**src/design/aarc_consts.vh**
```
// Offsets, field positions, reset values and timing values in ns of the auto-ack block
`ifndef AARC_CONSTS_VH
`define AARC_CONSTS_VH

// ----------------------------------------
// Register indexes (byte address = 4 * index)
// ----------------------------------------
`define AARC_IDX_RX_PROTECT   8'h0C
`define AARC_IDX_SHORT_LO     8'h20
`define AARC_IDX_SHORT_HI     8'h21
`define AARC_IDX_NETID_LO     8'h22
`define AARC_IDX_NETID_HI     8'h23
`define AARC_IDX_EXT_FIRST    8'h24
`define AARC_IDX_EXT_LAST     8'h2B
`define AARC_IDX_ACK_SLOT     8'h2C
`define AARC_IDX_ACK_BEHAV    8'h2E
`define AARC_IDX_STATUS       8'h30

// ----------------------------------------
// Field positions
// ----------------------------------------
`define AARC_BIT_RX_PROTECT   7
`define AARC_BIT_SLOTTED      0
`define AARC_BIT_COORD        3
`define AARC_BIT_PEND         5
`define AARC_FVN_HI           7
`define AARC_FVN_LO           6

// ----------------------------------------
// Reset values
// ----------------------------------------
`define AARC_RST_RX_PROTECT   8'h00
`define AARC_RST_SHORT        8'hFF
`define AARC_RST_NETID        8'hFF
`define AARC_RST_EXT          8'h00
`define AARC_RST_ACK_SLOT     8'h00
`define AARC_RST_ACK_BEHAV    8'h40

// ----------------------------------------
// Address and frame constants
// ----------------------------------------
`define AARC_BCAST_16         16'hFFFF
`define AARC_MODE_NONE        2'h0
`define AARC_MODE_SHORT       2'h2
`define AARC_MODE_EXT         2'h3
`define AARC_FT_DATA          3'h1
`define AARC_FT_CMD           3'h3

// ----------------------------------------
// Timing
// ----------------------------------------
`define AARC_CLK_PERIOD_NS    4
`define AARC_ACK_TIME_NS      192000

// ----------------------------------------
// AXI responses
// ----------------------------------------
`define AARC_RESP_OKAY        2'h0
`define AARC_RESP_SLVERR      2'h2

`endif

```
**src/design/aarc_cmp.v**
```verilog
// Equality compare of a received address against a configured one
module aarc_cmp
#(
  parameter W = 16
)
(
  input  wire [W-1:0] rx_addr,
  input  wire [W-1:0] own_addr,
  output wire         hit
);

  // Plain compare; shared by short, network id and extended address
  assign hit = (rx_addr == own_addr);

endmodule

```
**src/design/aarc_sync.v**
```verilog
// Two-flop synchroniser for a level arriving from a pin
module aarc_sync
(
  input  wire aclk,
  input  wire aresetn,
  input  wire din,
  output wire dout
);

  reg meta_r;  // First stage, read only by the second
  reg sync_r;  // Second stage, safe to use

  // ----------------------------------------
  // Synchroniser stages
  // ----------------------------------------
  always @(posedge aclk)
  begin
    if (!aresetn)
    begin
      meta_r <= 1'b0;
      sync_r <= 1'b0;
    end
    else
    begin
      meta_r <= din;
      sync_r <= meta_r;
    end
  end

  assign dout = sync_r;

endmodule

```
**src/design/aarc_top.v**
```verilog
// Auto-acknowledge configuration, address filter and ack timing with AXI4-Lite registers
`include "aarc_consts.vh"

module aarc_top
#(
  parameter ACK_TURN_CYC = `AARC_ACK_TIME_NS / `AARC_CLK_PERIOD_NS
)
(
  input  wire        aclk,
  input  wire        aresetn,
  // AXI4-Lite slave
  input  wire [9:0]  s_axi_awaddr,
  input  wire        s_axi_awvalid,
  output wire        s_axi_awready,
  input  wire [31:0] s_axi_wdata,
  input  wire [3:0]  s_axi_wstrb,
  input  wire        s_axi_wvalid,
  output wire        s_axi_wready,
  output reg  [1:0]  s_axi_bresp,
  output reg         s_axi_bvalid,
  input  wire        s_axi_bready,
  input  wire [9:0]  s_axi_araddr,
  input  wire        s_axi_arvalid,
  output wire        s_axi_arready,
  output reg  [31:0] s_axi_rdata,
  output reg  [1:0]  s_axi_rresp,
  output reg         s_axi_rvalid,
  input  wire        s_axi_rready,
  // Parsed header from the receiver
  input  wire        receive_auto_ack,
  input  wire        hdr_valid,
  input  wire [2:0]  hdr_frame_type,
  input  wire        hdr_ack_request,
  input  wire [1:0]  hdr_frame_version,
  input  wire [1:0]  hdr_dst_mode,
  input  wire [15:0] hdr_dst_netid,
  input  wire [63:0] hdr_dst_addr,
  input  wire        hdr_data_request,
  input  wire        hdr_fcs_ok,
  // Slot trigger pin
  input  wire        sleep_transmit_trigger,
  // Results
  output reg         addr_match,
  output reg         buffer_protect,
  output reg         ack_start,
  output reg         ack_frame_pending
);

  // ----------------------------------------
  // Configuration registers
  // ----------------------------------------
  reg [7:0]  rx_protect_ctrl_r;     // Receive protection
  reg [15:0] short_address_r;       // Own short address
  reg [15:0] network_id_r;          // Own network id
  reg [63:0] extended_address_r;    // Own 64-bit address
  reg [7:0]  ack_slot_ctrl_r;       // Slotted ack control
  reg [7:0]  ack_behaviour_ctrl_r;  // Role, pending, version mode

  // ----------------------------------------
  // Ack sequencing state
  // ----------------------------------------
  localparam ST_IDLE = 2'h0;  // No ack under way
  localparam ST_TURN = 2'h1;  // Waiting the turnaround time
  localparam ST_SLOT = 2'h2;  // Waiting for the slot trigger

  reg [1:0]  state_r;           // Ack state
  reg [1:0]  state_nxt;         // Next ack state
  reg [15:0] turn_cnt_r;        // Turnaround counter
  reg        trig_d_r;          // Delayed trigger for edge detect
  reg        last_reject_r;     // Last ack suppressed by version
  wire       trig_s;            // Synchronised trigger
  wire       trig_rise;         // Trigger rising edge

  // ----------------------------------------
  // Address compare results
  // ----------------------------------------
  wire hit_short;    // Short address equal
  wire hit_bshort;   // Broadcast short address
  wire hit_netid;    // Network id equal
  wire hit_bnet;     // Broadcast network id
  wire hit_ext;      // Extended address equal

  // ----------------------------------------
  // Trigger pin synchroniser
  // ----------------------------------------
  aarc_sync u_trig_sync
  (
    .aclk    (aclk),
    .aresetn (aresetn),
    .din     (sleep_transmit_trigger),
    .dout    (trig_s)
  );

  assign trig_rise = trig_s & ~trig_d_r;

  // ----------------------------------------
  // Address comparators
  // ----------------------------------------
  aarc_cmp #(.W(16)) u_cmp_short
  (
    .rx_addr  (hdr_dst_addr[15:0]),
    .own_addr (short_address_r),
    .hit      (hit_short)
  );

  aarc_cmp #(.W(16)) u_cmp_bshort
  (
    .rx_addr  (hdr_dst_addr[15:0]),
    .own_addr (`AARC_BCAST_16),
    .hit      (hit_bshort)
  );

  aarc_cmp #(.W(16)) u_cmp_net
  (
    .rx_addr  (hdr_dst_netid),
    .own_addr (network_id_r),
    .hit      (hit_netid)
  );

  aarc_cmp #(.W(16)) u_cmp_bnet
  (
    .rx_addr  (hdr_dst_netid),
    .own_addr (`AARC_BCAST_16),
    .hit      (hit_bnet)
  );

  aarc_cmp #(.W(64)) u_cmp_ext
  (
    .rx_addr  (hdr_dst_addr),
    .own_addr (extended_address_r),
    .hit      (hit_ext)
  );

  // ----------------------------------------
  // Frame filter and ack decision
  // ----------------------------------------
  reg short_set;     // A short address is configured
  reg net_ok;        // Network id acceptable
  reg accept;        // Destination accepted
  reg ver_ok;        // Version admitted
  reg want_ack;      // Ack to be sent

  // Combinational filter over the parsed header
  always @*
  begin
    short_set = (short_address_r != `AARC_BCAST_16);
    net_ok    = hit_netid | hit_bnet;
    accept    = 1'b0;
    case (hdr_dst_mode)
      `AARC_MODE_NONE:  accept = ack_behaviour_ctrl_r[`AARC_BIT_COORD];
      `AARC_MODE_SHORT: accept = net_ok & (hit_bshort | (short_set & hit_short));
      `AARC_MODE_EXT:   accept = net_ok & hit_ext;
      default:          accept = 1'b0;
    endcase
    case (ack_behaviour_ctrl_r[`AARC_FVN_HI:`AARC_FVN_LO])
      2'h0:    ver_ok = (hdr_frame_version == 2'h0);
      2'h1:    ver_ok = (hdr_frame_version <= 2'h1);
      2'h2:    ver_ok = (hdr_frame_version <= 2'h2);
      default: ver_ok = 1'b1;
    endcase
    want_ack = accept & hdr_ack_request & hdr_fcs_ok & ver_ok &
               ((hdr_frame_type == `AARC_FT_DATA) | (hdr_frame_type == `AARC_FT_CMD));
  end

  // ----------------------------------------
  // Ack state machine, next state
  // ----------------------------------------
  always @*
  begin
    state_nxt = state_r;
    case (state_r)
      ST_IDLE:
      begin
        if (hdr_valid & receive_auto_ack & want_ack)
        begin
          if (ack_slot_ctrl_r[`AARC_BIT_SLOTTED])
            state_nxt = ST_SLOT;
          else
            state_nxt = ST_TURN;
        end
      end
      ST_TURN:
      begin
        // Standard turnaround elapsed
        if (turn_cnt_r == 16'h0001)
          state_nxt = ST_IDLE;
      end
      ST_SLOT:
      begin
        if (trig_rise)
          state_nxt = ST_IDLE;
      end
      default:
        state_nxt = ST_IDLE;
    endcase
  end

  // ----------------------------------------
  // Ack state machine, registers and outputs
  // ----------------------------------------
  always @(posedge aclk)
  begin
    if (!aresetn)
    begin
      state_r           <= ST_IDLE;
      turn_cnt_r        <= 16'h0000;
      trig_d_r          <= 1'b0;
      ack_start         <= 1'b0;
      ack_frame_pending <= 1'b0;
      addr_match        <= 1'b0;
      buffer_protect    <= 1'b0;
      last_reject_r     <= 1'b0;
    end
    else
    begin
      state_r    <= state_nxt;
      trig_d_r   <= trig_s;
      ack_start  <= 1'b0;
      addr_match <= hdr_valid & receive_auto_ack & accept;
      if ((state_r == ST_IDLE) && (state_nxt == ST_TURN))
        turn_cnt_r <= ACK_TURN_CYC[15:0];
      else if (turn_cnt_r != 16'h0000)
        turn_cnt_r <= turn_cnt_r - 16'h0001;
      // Ack launches when the wait ends
      if ((state_r != ST_IDLE) && (state_nxt == ST_IDLE))
        ack_start <= 1'b1;
      if (hdr_valid & receive_auto_ack)
      begin
        ack_frame_pending <= ack_behaviour_ctrl_r[`AARC_BIT_PEND] & hdr_data_request;
        // Version rejection is kept for software to inspect
        last_reject_r     <= accept & hdr_ack_request & ~ver_ok;
        if (rx_protect_ctrl_r[`AARC_BIT_RX_PROTECT] & accept & hdr_fcs_ok)
          buffer_protect <= 1'b1;
      end
      if (!rx_protect_ctrl_r[`AARC_BIT_RX_PROTECT])
        buffer_protect <= 1'b0;
    end
  end

  // ----------------------------------------
  // AXI4-Lite write channel
  // ----------------------------------------
  wire       wr_go;      // Address and data both offered
  wire [7:0] wr_idx;     // Word index of the write
  wire       wr_ok;      // Index is mapped
  reg  [2:0] ext_sel;    // Extended address byte select

  // Both taken together; no response slot means no accept
  assign wr_go         = s_axi_awvalid & s_axi_wvalid & ~s_axi_bvalid;
  assign s_axi_awready = wr_go;
  assign s_axi_wready  = wr_go;
  assign wr_idx        = s_axi_awaddr[9:2];
  assign wr_ok         = (wr_idx == `AARC_IDX_RX_PROTECT) |
                         ((wr_idx >= `AARC_IDX_SHORT_LO) & (wr_idx <= `AARC_IDX_EXT_LAST)) |
                         (wr_idx == `AARC_IDX_ACK_SLOT) | (wr_idx == `AARC_IDX_ACK_BEHAV);

  // Register writes; byte lane 0 carries the 8-bit value
  always @(posedge aclk)
  begin
    if (!aresetn)
    begin
      rx_protect_ctrl_r    <= `AARC_RST_RX_PROTECT;
      short_address_r      <= {`AARC_RST_SHORT, `AARC_RST_SHORT};
      network_id_r         <= {`AARC_RST_NETID, `AARC_RST_NETID};
      extended_address_r   <= {8{`AARC_RST_EXT}};
      ack_slot_ctrl_r      <= `AARC_RST_ACK_SLOT;
      ack_behaviour_ctrl_r <= `AARC_RST_ACK_BEHAV;
      s_axi_bvalid         <= 1'b0;
      s_axi_bresp          <= `AARC_RESP_OKAY;
    end
    else
    begin
      if (s_axi_bvalid & s_axi_bready)
        s_axi_bvalid <= 1'b0;
      if (wr_go)
      begin
        s_axi_bvalid <= 1'b1;
        s_axi_bresp  <= wr_ok ? `AARC_RESP_OKAY : `AARC_RESP_SLVERR;
        if (s_axi_wstrb[0])
        begin
          case (wr_idx)
            `AARC_IDX_RX_PROTECT: rx_protect_ctrl_r     <= s_axi_wdata[7:0];
            `AARC_IDX_SHORT_LO:   short_address_r[7:0]  <= s_axi_wdata[7:0];
            `AARC_IDX_SHORT_HI:   short_address_r[15:8] <= s_axi_wdata[7:0];
            `AARC_IDX_NETID_LO:   network_id_r[7:0]     <= s_axi_wdata[7:0];
            `AARC_IDX_NETID_HI:   network_id_r[15:8]    <= s_axi_wdata[7:0];
            `AARC_IDX_ACK_SLOT:   ack_slot_ctrl_r       <= s_axi_wdata[7:0];
            `AARC_IDX_ACK_BEHAV:  ack_behaviour_ctrl_r  <= s_axi_wdata[7:0];
            default:
            begin
              // Extended address bytes, byte 0 lowest
              if ((wr_idx >= `AARC_IDX_EXT_FIRST) & (wr_idx <= `AARC_IDX_EXT_LAST))
                extended_address_r[ext_sel*8 +: 8] <= s_axi_wdata[7:0];
            end
          endcase
        end
      end
    end
  end

  // Byte select within the extended address
  always @*
  begin
    ext_sel = wr_idx[2:0] - 3'h4;
  end

  // ----------------------------------------
  // AXI4-Lite read channel
  // ----------------------------------------
  wire [7:0] rd_idx;     // Word index of the read
  wire [2:0] rd_sel;     // Extended byte select for reads
  reg  [7:0] rd_byte;    // Selected register value
  reg        rd_ok;      // Index is mapped

  assign s_axi_arready = ~s_axi_rvalid;
  assign rd_idx        = s_axi_araddr[9:2];
  assign rd_sel        = rd_idx[2:0] - 3'h4;

  // Read mux; status shows live ack state
  always @*
  begin
    rd_ok   = 1'b1;
    rd_byte = 8'h00;
    case (rd_idx)
      `AARC_IDX_RX_PROTECT: rd_byte = rx_protect_ctrl_r;
      `AARC_IDX_SHORT_LO:   rd_byte = short_address_r[7:0];
      `AARC_IDX_SHORT_HI:   rd_byte = short_address_r[15:8];
      `AARC_IDX_NETID_LO:   rd_byte = network_id_r[7:0];
      `AARC_IDX_NETID_HI:   rd_byte = network_id_r[15:8];
      `AARC_IDX_ACK_SLOT:   rd_byte = ack_slot_ctrl_r;
      `AARC_IDX_ACK_BEHAV:  rd_byte = ack_behaviour_ctrl_r;
      `AARC_IDX_STATUS:     rd_byte = {4'h0, last_reject_r, buffer_protect, state_r};
      default:
      begin
        if ((rd_idx >= `AARC_IDX_EXT_FIRST) & (rd_idx <= `AARC_IDX_EXT_LAST))
          rd_byte = extended_address_r[rd_sel*8 +: 8];
        else
          rd_ok = 1'b0;
      end
    endcase
  end

  // Read data register, held until taken
  always @(posedge aclk)
  begin
    if (!aresetn)
    begin
      s_axi_rvalid <= 1'b0;
      s_axi_rdata  <= 32'h00000000;
      s_axi_rresp  <= `AARC_RESP_OKAY;
    end
    else
    begin
      if (s_axi_rvalid & s_axi_rready)
        s_axi_rvalid <= 1'b0;
      if (s_axi_arvalid & ~s_axi_rvalid)
      begin
        s_axi_rvalid <= 1'b1;
        s_axi_rdata  <= {24'h000000, rd_byte};
        s_axi_rresp  <= rd_ok ? `AARC_RESP_OKAY : `AARC_RESP_SLVERR;
      end
    end
  end

endmodule

```
**config.mk**
```make
export PLATFORM = sky130hd
export DESIGN_NAME = aarc_top
export DESIGN_NICKNAME = d
export VERILOG_FILES = /design/src/design/aarc_cmp.v /design/src/design/aarc_sync.v /design/src/design/aarc_top.v
export VERILOG_INCLUDE_DIRS = /design/src /design/src/design
export SDC_FILE = /design/constraint.sdc
export NUM_CORES = 1
export LEC_CHECK = 0
export BUFFER_PORTS_ARGS = -buffer_cell sky130_fd_sc_hd__buf_2
export CAP_MARGIN = 5
export CORE_MARGIN = 3
export CORE_UTILIZATION = 59
export DETAILED_ROUTE_END_ITERATION = 16
export PLACE_DENSITY = 0.86
export SLEW_MARGIN = 0
export SYNTH_ARGS = -nofsm -noshare
export SYNTH_HDL_FRONTEND = slang
export SYNTH_HIERARCHICAL = 1
export SYNTH_SLANG_ARGS = --single-unit
```
**constraint.sdc**
```tcl
create_clock -name aclk -period 5.9 [get_ports aclk]
set_input_delay 0.59 -clock aclk [delete_from_list [all_inputs] [get_ports aclk]]
set_output_delay 0.59 -clock aclk [all_outputs]
set_load 0.01 [all_outputs]
```
==> results by stage <==
Run status:
- The run finished with clean final reports.

Timing:
- Setup repair after global routing left no endpoint under its margin.
- Dividing the final minimum period by the clock period gives 0.6602.
- The maximum achievable frequency is 0.2567 GHz.
- Headroom to the max-slew limit came out at 0.2467.
- Clock skew on the completed layout was measured at 0.009820 ns.
- The final setup slack of the worst path is about 2 ns.
- The number of max-slew violations in the final report came to 0.
- The slew at the pin with the worst max-slew slack is 1.121 ns.
- The total negative slack for setup checks is 0 ns.
- The total setup violations reported at the end of the flow is 0.
- The routed design could run at a clock period as short as 3.895 ns.
- The total count of hold-check failures in the final report is 0.

Global routing:
- The maximum number of pins on one net before global-route repair is about 100.
- The via count of the first global-routing pass came to between 7000 and 8000.
- The number of antenna violations at the first check in global routing came to 0.
- The global routing usage summed across all routing layers is 0.3245.
- The total congestion overflow is 0.
- The first-pass GRT wire length is 42170 um.

Drt:
- Detailed routing inserted a total of 8555 vias.
- Wires add up to 27640 um.
- The first TritonRoute pass finished after 6 iterations.
- In the routed layout, each cell is associated on average with a via count of 6.254.
- The detailed router finished its first iteration with 1112 violations.
- In this run the remaining antenna-violating nets after routing total 0.
- The count of unresolved DRC violations after routing is 0.
- Dividing the detail-routed wire length by the instance count gives 20.20 um.

Cells and area:
- With fillers left out, the area of the finished cells amounts to 0.01040 mm^2.
- The fraction of layout instances using a drive strength above 1 is 0.1774.
- The count of antenna diodes in the layout is 0.
- After the last flow step, the layout net total stands at roughly 1300.
- The signed area change from the synthesized netlist to the final layout is 15.05%.
- The filler cell count is ~1200.

Clock network:
- Post-CTS repair changed the size of 0 cells.
- The clock latency of the later-clocked register in the worst-skew pair is 0.44 ns.
- Post-CTS timing repair inserted 0 buffers for setup.
- The number of levels the H-tree was split into is 4.
- In this run, CTS created clock tree buffers numbering 17.
- The clock passes through at most 2 buffers.
- The number of sinks handled by clock tree synthesis is between 150 and 200.
- The tree is rooted in a sky130_fd_sc_hd__clkbuf_16.
- The clock tree from TritonCTS is built.
- The quantity of hold-fixing buffers added after cts is 0.
- The clock input transition at the sequential cells of the worst setup and hold paths is 0.06 ns.

Setup path:
- The worst register-to-register path begins at extended_address_r[23]$_SDFFE_PN0P_.
- The path type of the worst setup path is reg -> reg.
- The endpoint of the lowest-slack register-to-register path is turn_cnt_r[2]$_SDFFE_PP0P_.
- At the worst endpoint, the required time is around 6.2 ns.
- Of all nets on the critical path, the largest fanout is 17.
- The worst setup path is captured at a flop.
- STA classifies the critical path startpoint as a flop.
- For the worst setup path, the data arrival time is 4.22 ns.
- Setup slack on the worst reg-to-reg path comes out at 2.00 ns.
- The worst register-to-register path has a depth of 9.

Placement:
- The number of I/O port buffers is 142.
- The sum of net half-perimeters after detailed placement is 19670 um.
- The worst-case setup slack after placement is between 1.5 and 2 ns.
- The area of placed instances is 0.009767 mm^2.
- At the end of routability-driven placement, the weighted congestion stood at 0.9574.

Yosys:
- The sequential element share of the synthesized area is 0.3499.
- The share of the synthesized area in the top cell type is 0.3499.
- The post-synthesis async set-or-reset flop share is 0.
- In this run, synthesis inferred 0 flip-flops with an integrated enable.
- After synthesis the netlist holds a flip-flop and latch count of 158.
- The most used flip-flop cell after synthesis is sky130_fd_sc_hd__dfxtp_1.
- The count of synthesis-stage warnings from yosys is 6.
- The synthesized netlist contains 72 unique library cells.
- The cell type with the highest aggregate area in the netlist is sky130_fd_sc_hd__dfxtp_1.
- In this run the cell area of the synthesized design comes to 0.009040 mm^2.
- By area the synthesized netlist is led by sky130_fd_sc_hd__dfxtp_1 35%, sky130_fd_sc_hd__xor2_1 6.9%, sky130_fd_sc_hd__xnor2_1 6.8%, sky130_fd_sc_hd__nand3_1 5.4%, sky130_fd_sc_hd__mux2i_1 5.2%.
- In this run the mean area of a mapped cell was 8.692 um^2.
- The count of mapped cells out of synthesis is 1040.

Pwr:
- In this run the static leakage power is 4.427 nW.
- The power per cell area is 282.7 mW/mm^2.
- The worst ir drop on vdd is 0.0001770 V.

Worst hold path:
- For hold timing, the worst endpoint is u_trig_sync/meta_r$_SDFF_PN0_.
- The path class of the tightest hold or removal check is in -> reg.
- The startpoint identified for the worst hold timing path is sleep_transmit_trigger.
- The worst hold path was traced through 2 stages.

Floorplanning:
- During I/O placement, the number of pins put on the boundary was 201.
- The die covers 0.01684 mm^2.
- In this run the horizontal extent of the chip is 129.8 um.
- From bottom edge to top edge, the die measures 129.8 um.
- The core region is between 0.01 and 0.015 mm^2.
- The initial cell density of the core is 0.6127.
- In this run the core area contains 44 standard-cell rows.

Flow run:
- The count of max-cap constraint violations is 0.
==> layer usage <==
metal	vias up	global-route usage	share of wire	wire [um]
met5	-	0	0	0
met4	0	0.1754	0.052	1434
met3	129	0.06631	0.11	3091
met2	610	0.5144	0.46	12580
met1	3930	0.4167	0.38	10540
li1	3886	-	-	-
==> layout make-up <==
class                   count  area, um^2  area share
clock buffers              21       470.5     0.04524
clock inverters            11       162.7     0.01564
inverters                   7       26.28    0.002526
multi-input cells         842        5612      0.5396
repair buffers            145       735.7     0.07074
flip-flops and latches    158        3163      0.3041
well taps                 184       230.2     0.02214
==> per-stage QoR <==
step	total power, W	hold WS [ns]	std cells	util
floorplan	0.001624	0.4118	1096	-
global placement	0.001753	0.4170	1336	0.6620
detailed placement	0.001769	0.4230	1336	0.6620
CTS	0.002927	0.3522	1368	0.7049
global route	0.003044	0.3821	1368	0.7049
finish	0.002940	0.3623	1368	0.7049
==> state kept, by name, indices dropped and copies added, names as in the netlist, 2 cells and up <==
name                  flops
extended_address_r       64
ack_behaviour_ctrl_r      8
state_r                   2
rx_protect_ctrl_r         8
network_id_r             16
s_axi_rdata               8
ack_slot_ctrl_r           8
short_address_r          16
turn_cnt_r               16
==> synth_stat cells (all sizes together) (3+ instances only) <==
library cell,instances
a211oi,3
a21boi,18
a21oi,15
a221oi,5
a22oi,7
a31oi,6
a32oi,5
and2,7
and3,15
and3b,5
buf,43
clkbuf,46
dfxtp,158
ha,7
inv,7
mux2,3
mux2i,47
mux4,13
nand2,122
nand2b,7
nand3,97
nand3b,4
nand4,31
nand4b,4
nor2,17
nor2b,43
nor3,10
nor3b,7
nor4,29
nor4b,4
o21ai,78
xnor2,70
xor2,71
==> worst max path at each step <==
stage / slack (ns) / depth (start not counted) / endpoint / from
finish: 2.00 / 9 / turn_cnt_r[2]$_SDFFE_PP0P_ / extended_address_r[23]$_SDFFE_PN0P_
global route: 1.94 / 9 / turn_cnt_r[2]$_SDFFE_PP0P_ / extended_address_r[40]$_SDFFE_PN0P_
CTS: 2.15 / 9 / turn_cnt_r[2]$_SDFFE_PP0P_ / extended_address_r[40]$_SDFFE_PN0P_
detailed placement: 1.91 / 10 / turn_cnt_r[2]$_SDFFE_PP0P_ / hdr_dst_addr[3]
global placement: 1.95 / 10 / turn_cnt_r[3]$_SDFFE_PP0P_ / hdr_dst_addr[40]
floorplan: 3.28 / 8 / extended_address_r[0]$_SDFFE_PN0P_ / s_axi_awaddr[2]
==> logic make-up after synthesis <==
kind of cell	after synthesis	share of synthesized area
adders and majority gates	8	0.01080
AOI/OAI and AO/OA	161	0.1122
other	2	0.0008308
muxes	63	0.08817
buffers and inverters	96	0.05260
xor gates and xnor gates	141	0.1366
and+or+nand+nor	411	0.2489
DFF	158	0.3499
==> report_power, final <==
| group | switching, W | internal [W] | leakage, nW |
|---|---|---|---|
| registers | 0.0000529 | 0.00112 | 1.28 |
| clock network | 0.000441 | 0.000739 | 0.317 |
| logic | 0.000329 | 0.000263 | 2.83 |
==> critical path, stage by stage, from the launching register on <==
cell,delay (ns)
sky130_fd_sc_hd__dfxtp_1,0.36
sky130_fd_sc_hd__xor2_1,0.17
sky130_fd_sc_hd__nor4_1,0.52
sky130_fd_sc_hd__nand4_1,0.21
sky130_fd_sc_hd__nor4_2,0.41
sky130_fd_sc_hd__nand2b_1,0.17
sky130_fd_sc_hd__a31oi_1,0.09
sky130_fd_sc_hd__a211oi_1,0.78
sky130_fd_sc_hd__nand3b_1,0.66
sky130_fd_sc_hd__and3b_1,0.41
==> placed cells by master (no fill, tap or decap), drive strengths merged, types with 4 or more instances in the layout <==
master | netlist | final
o21ai | 78 | 78
nand2b | 7 | 7
and3b | 5 | 5
nand4b | 4 | 4
buf | 43 | 145
a31oi | 6 | 6
a21oi | 15 | 15
a221oi | 5 | 5
a32oi | 5 | 5
mux2i | 47 | 47
nor4b | 4 | 4
and3 | 15 | 15
inv | 7 | 7
nand3 | 97 | 97
xor2 | 71 | 71
clkbuf | 46 | 21
dfxtp | 158 | 158
nor2 | 17 | 17
a21boi | 18 | 18
a22oi | 7 | 7
and2 | 7 | 7
mux4 | 13 | 13
nand2 | 122 | 122
ha | 7 | 7
nor2b | 43 | 43
nand4 | 31 | 31
bufinv | 0 | 4
nor3b | 7 | 7
xnor2 | 70 | 70
conb | 2 | 58
nand3b | 4 | 4
clkinv | 0 | 7
nor4 | 29 | 29
nor3 | 10 | 10
No activity file was read; power rests on OpenSTA's default activity.
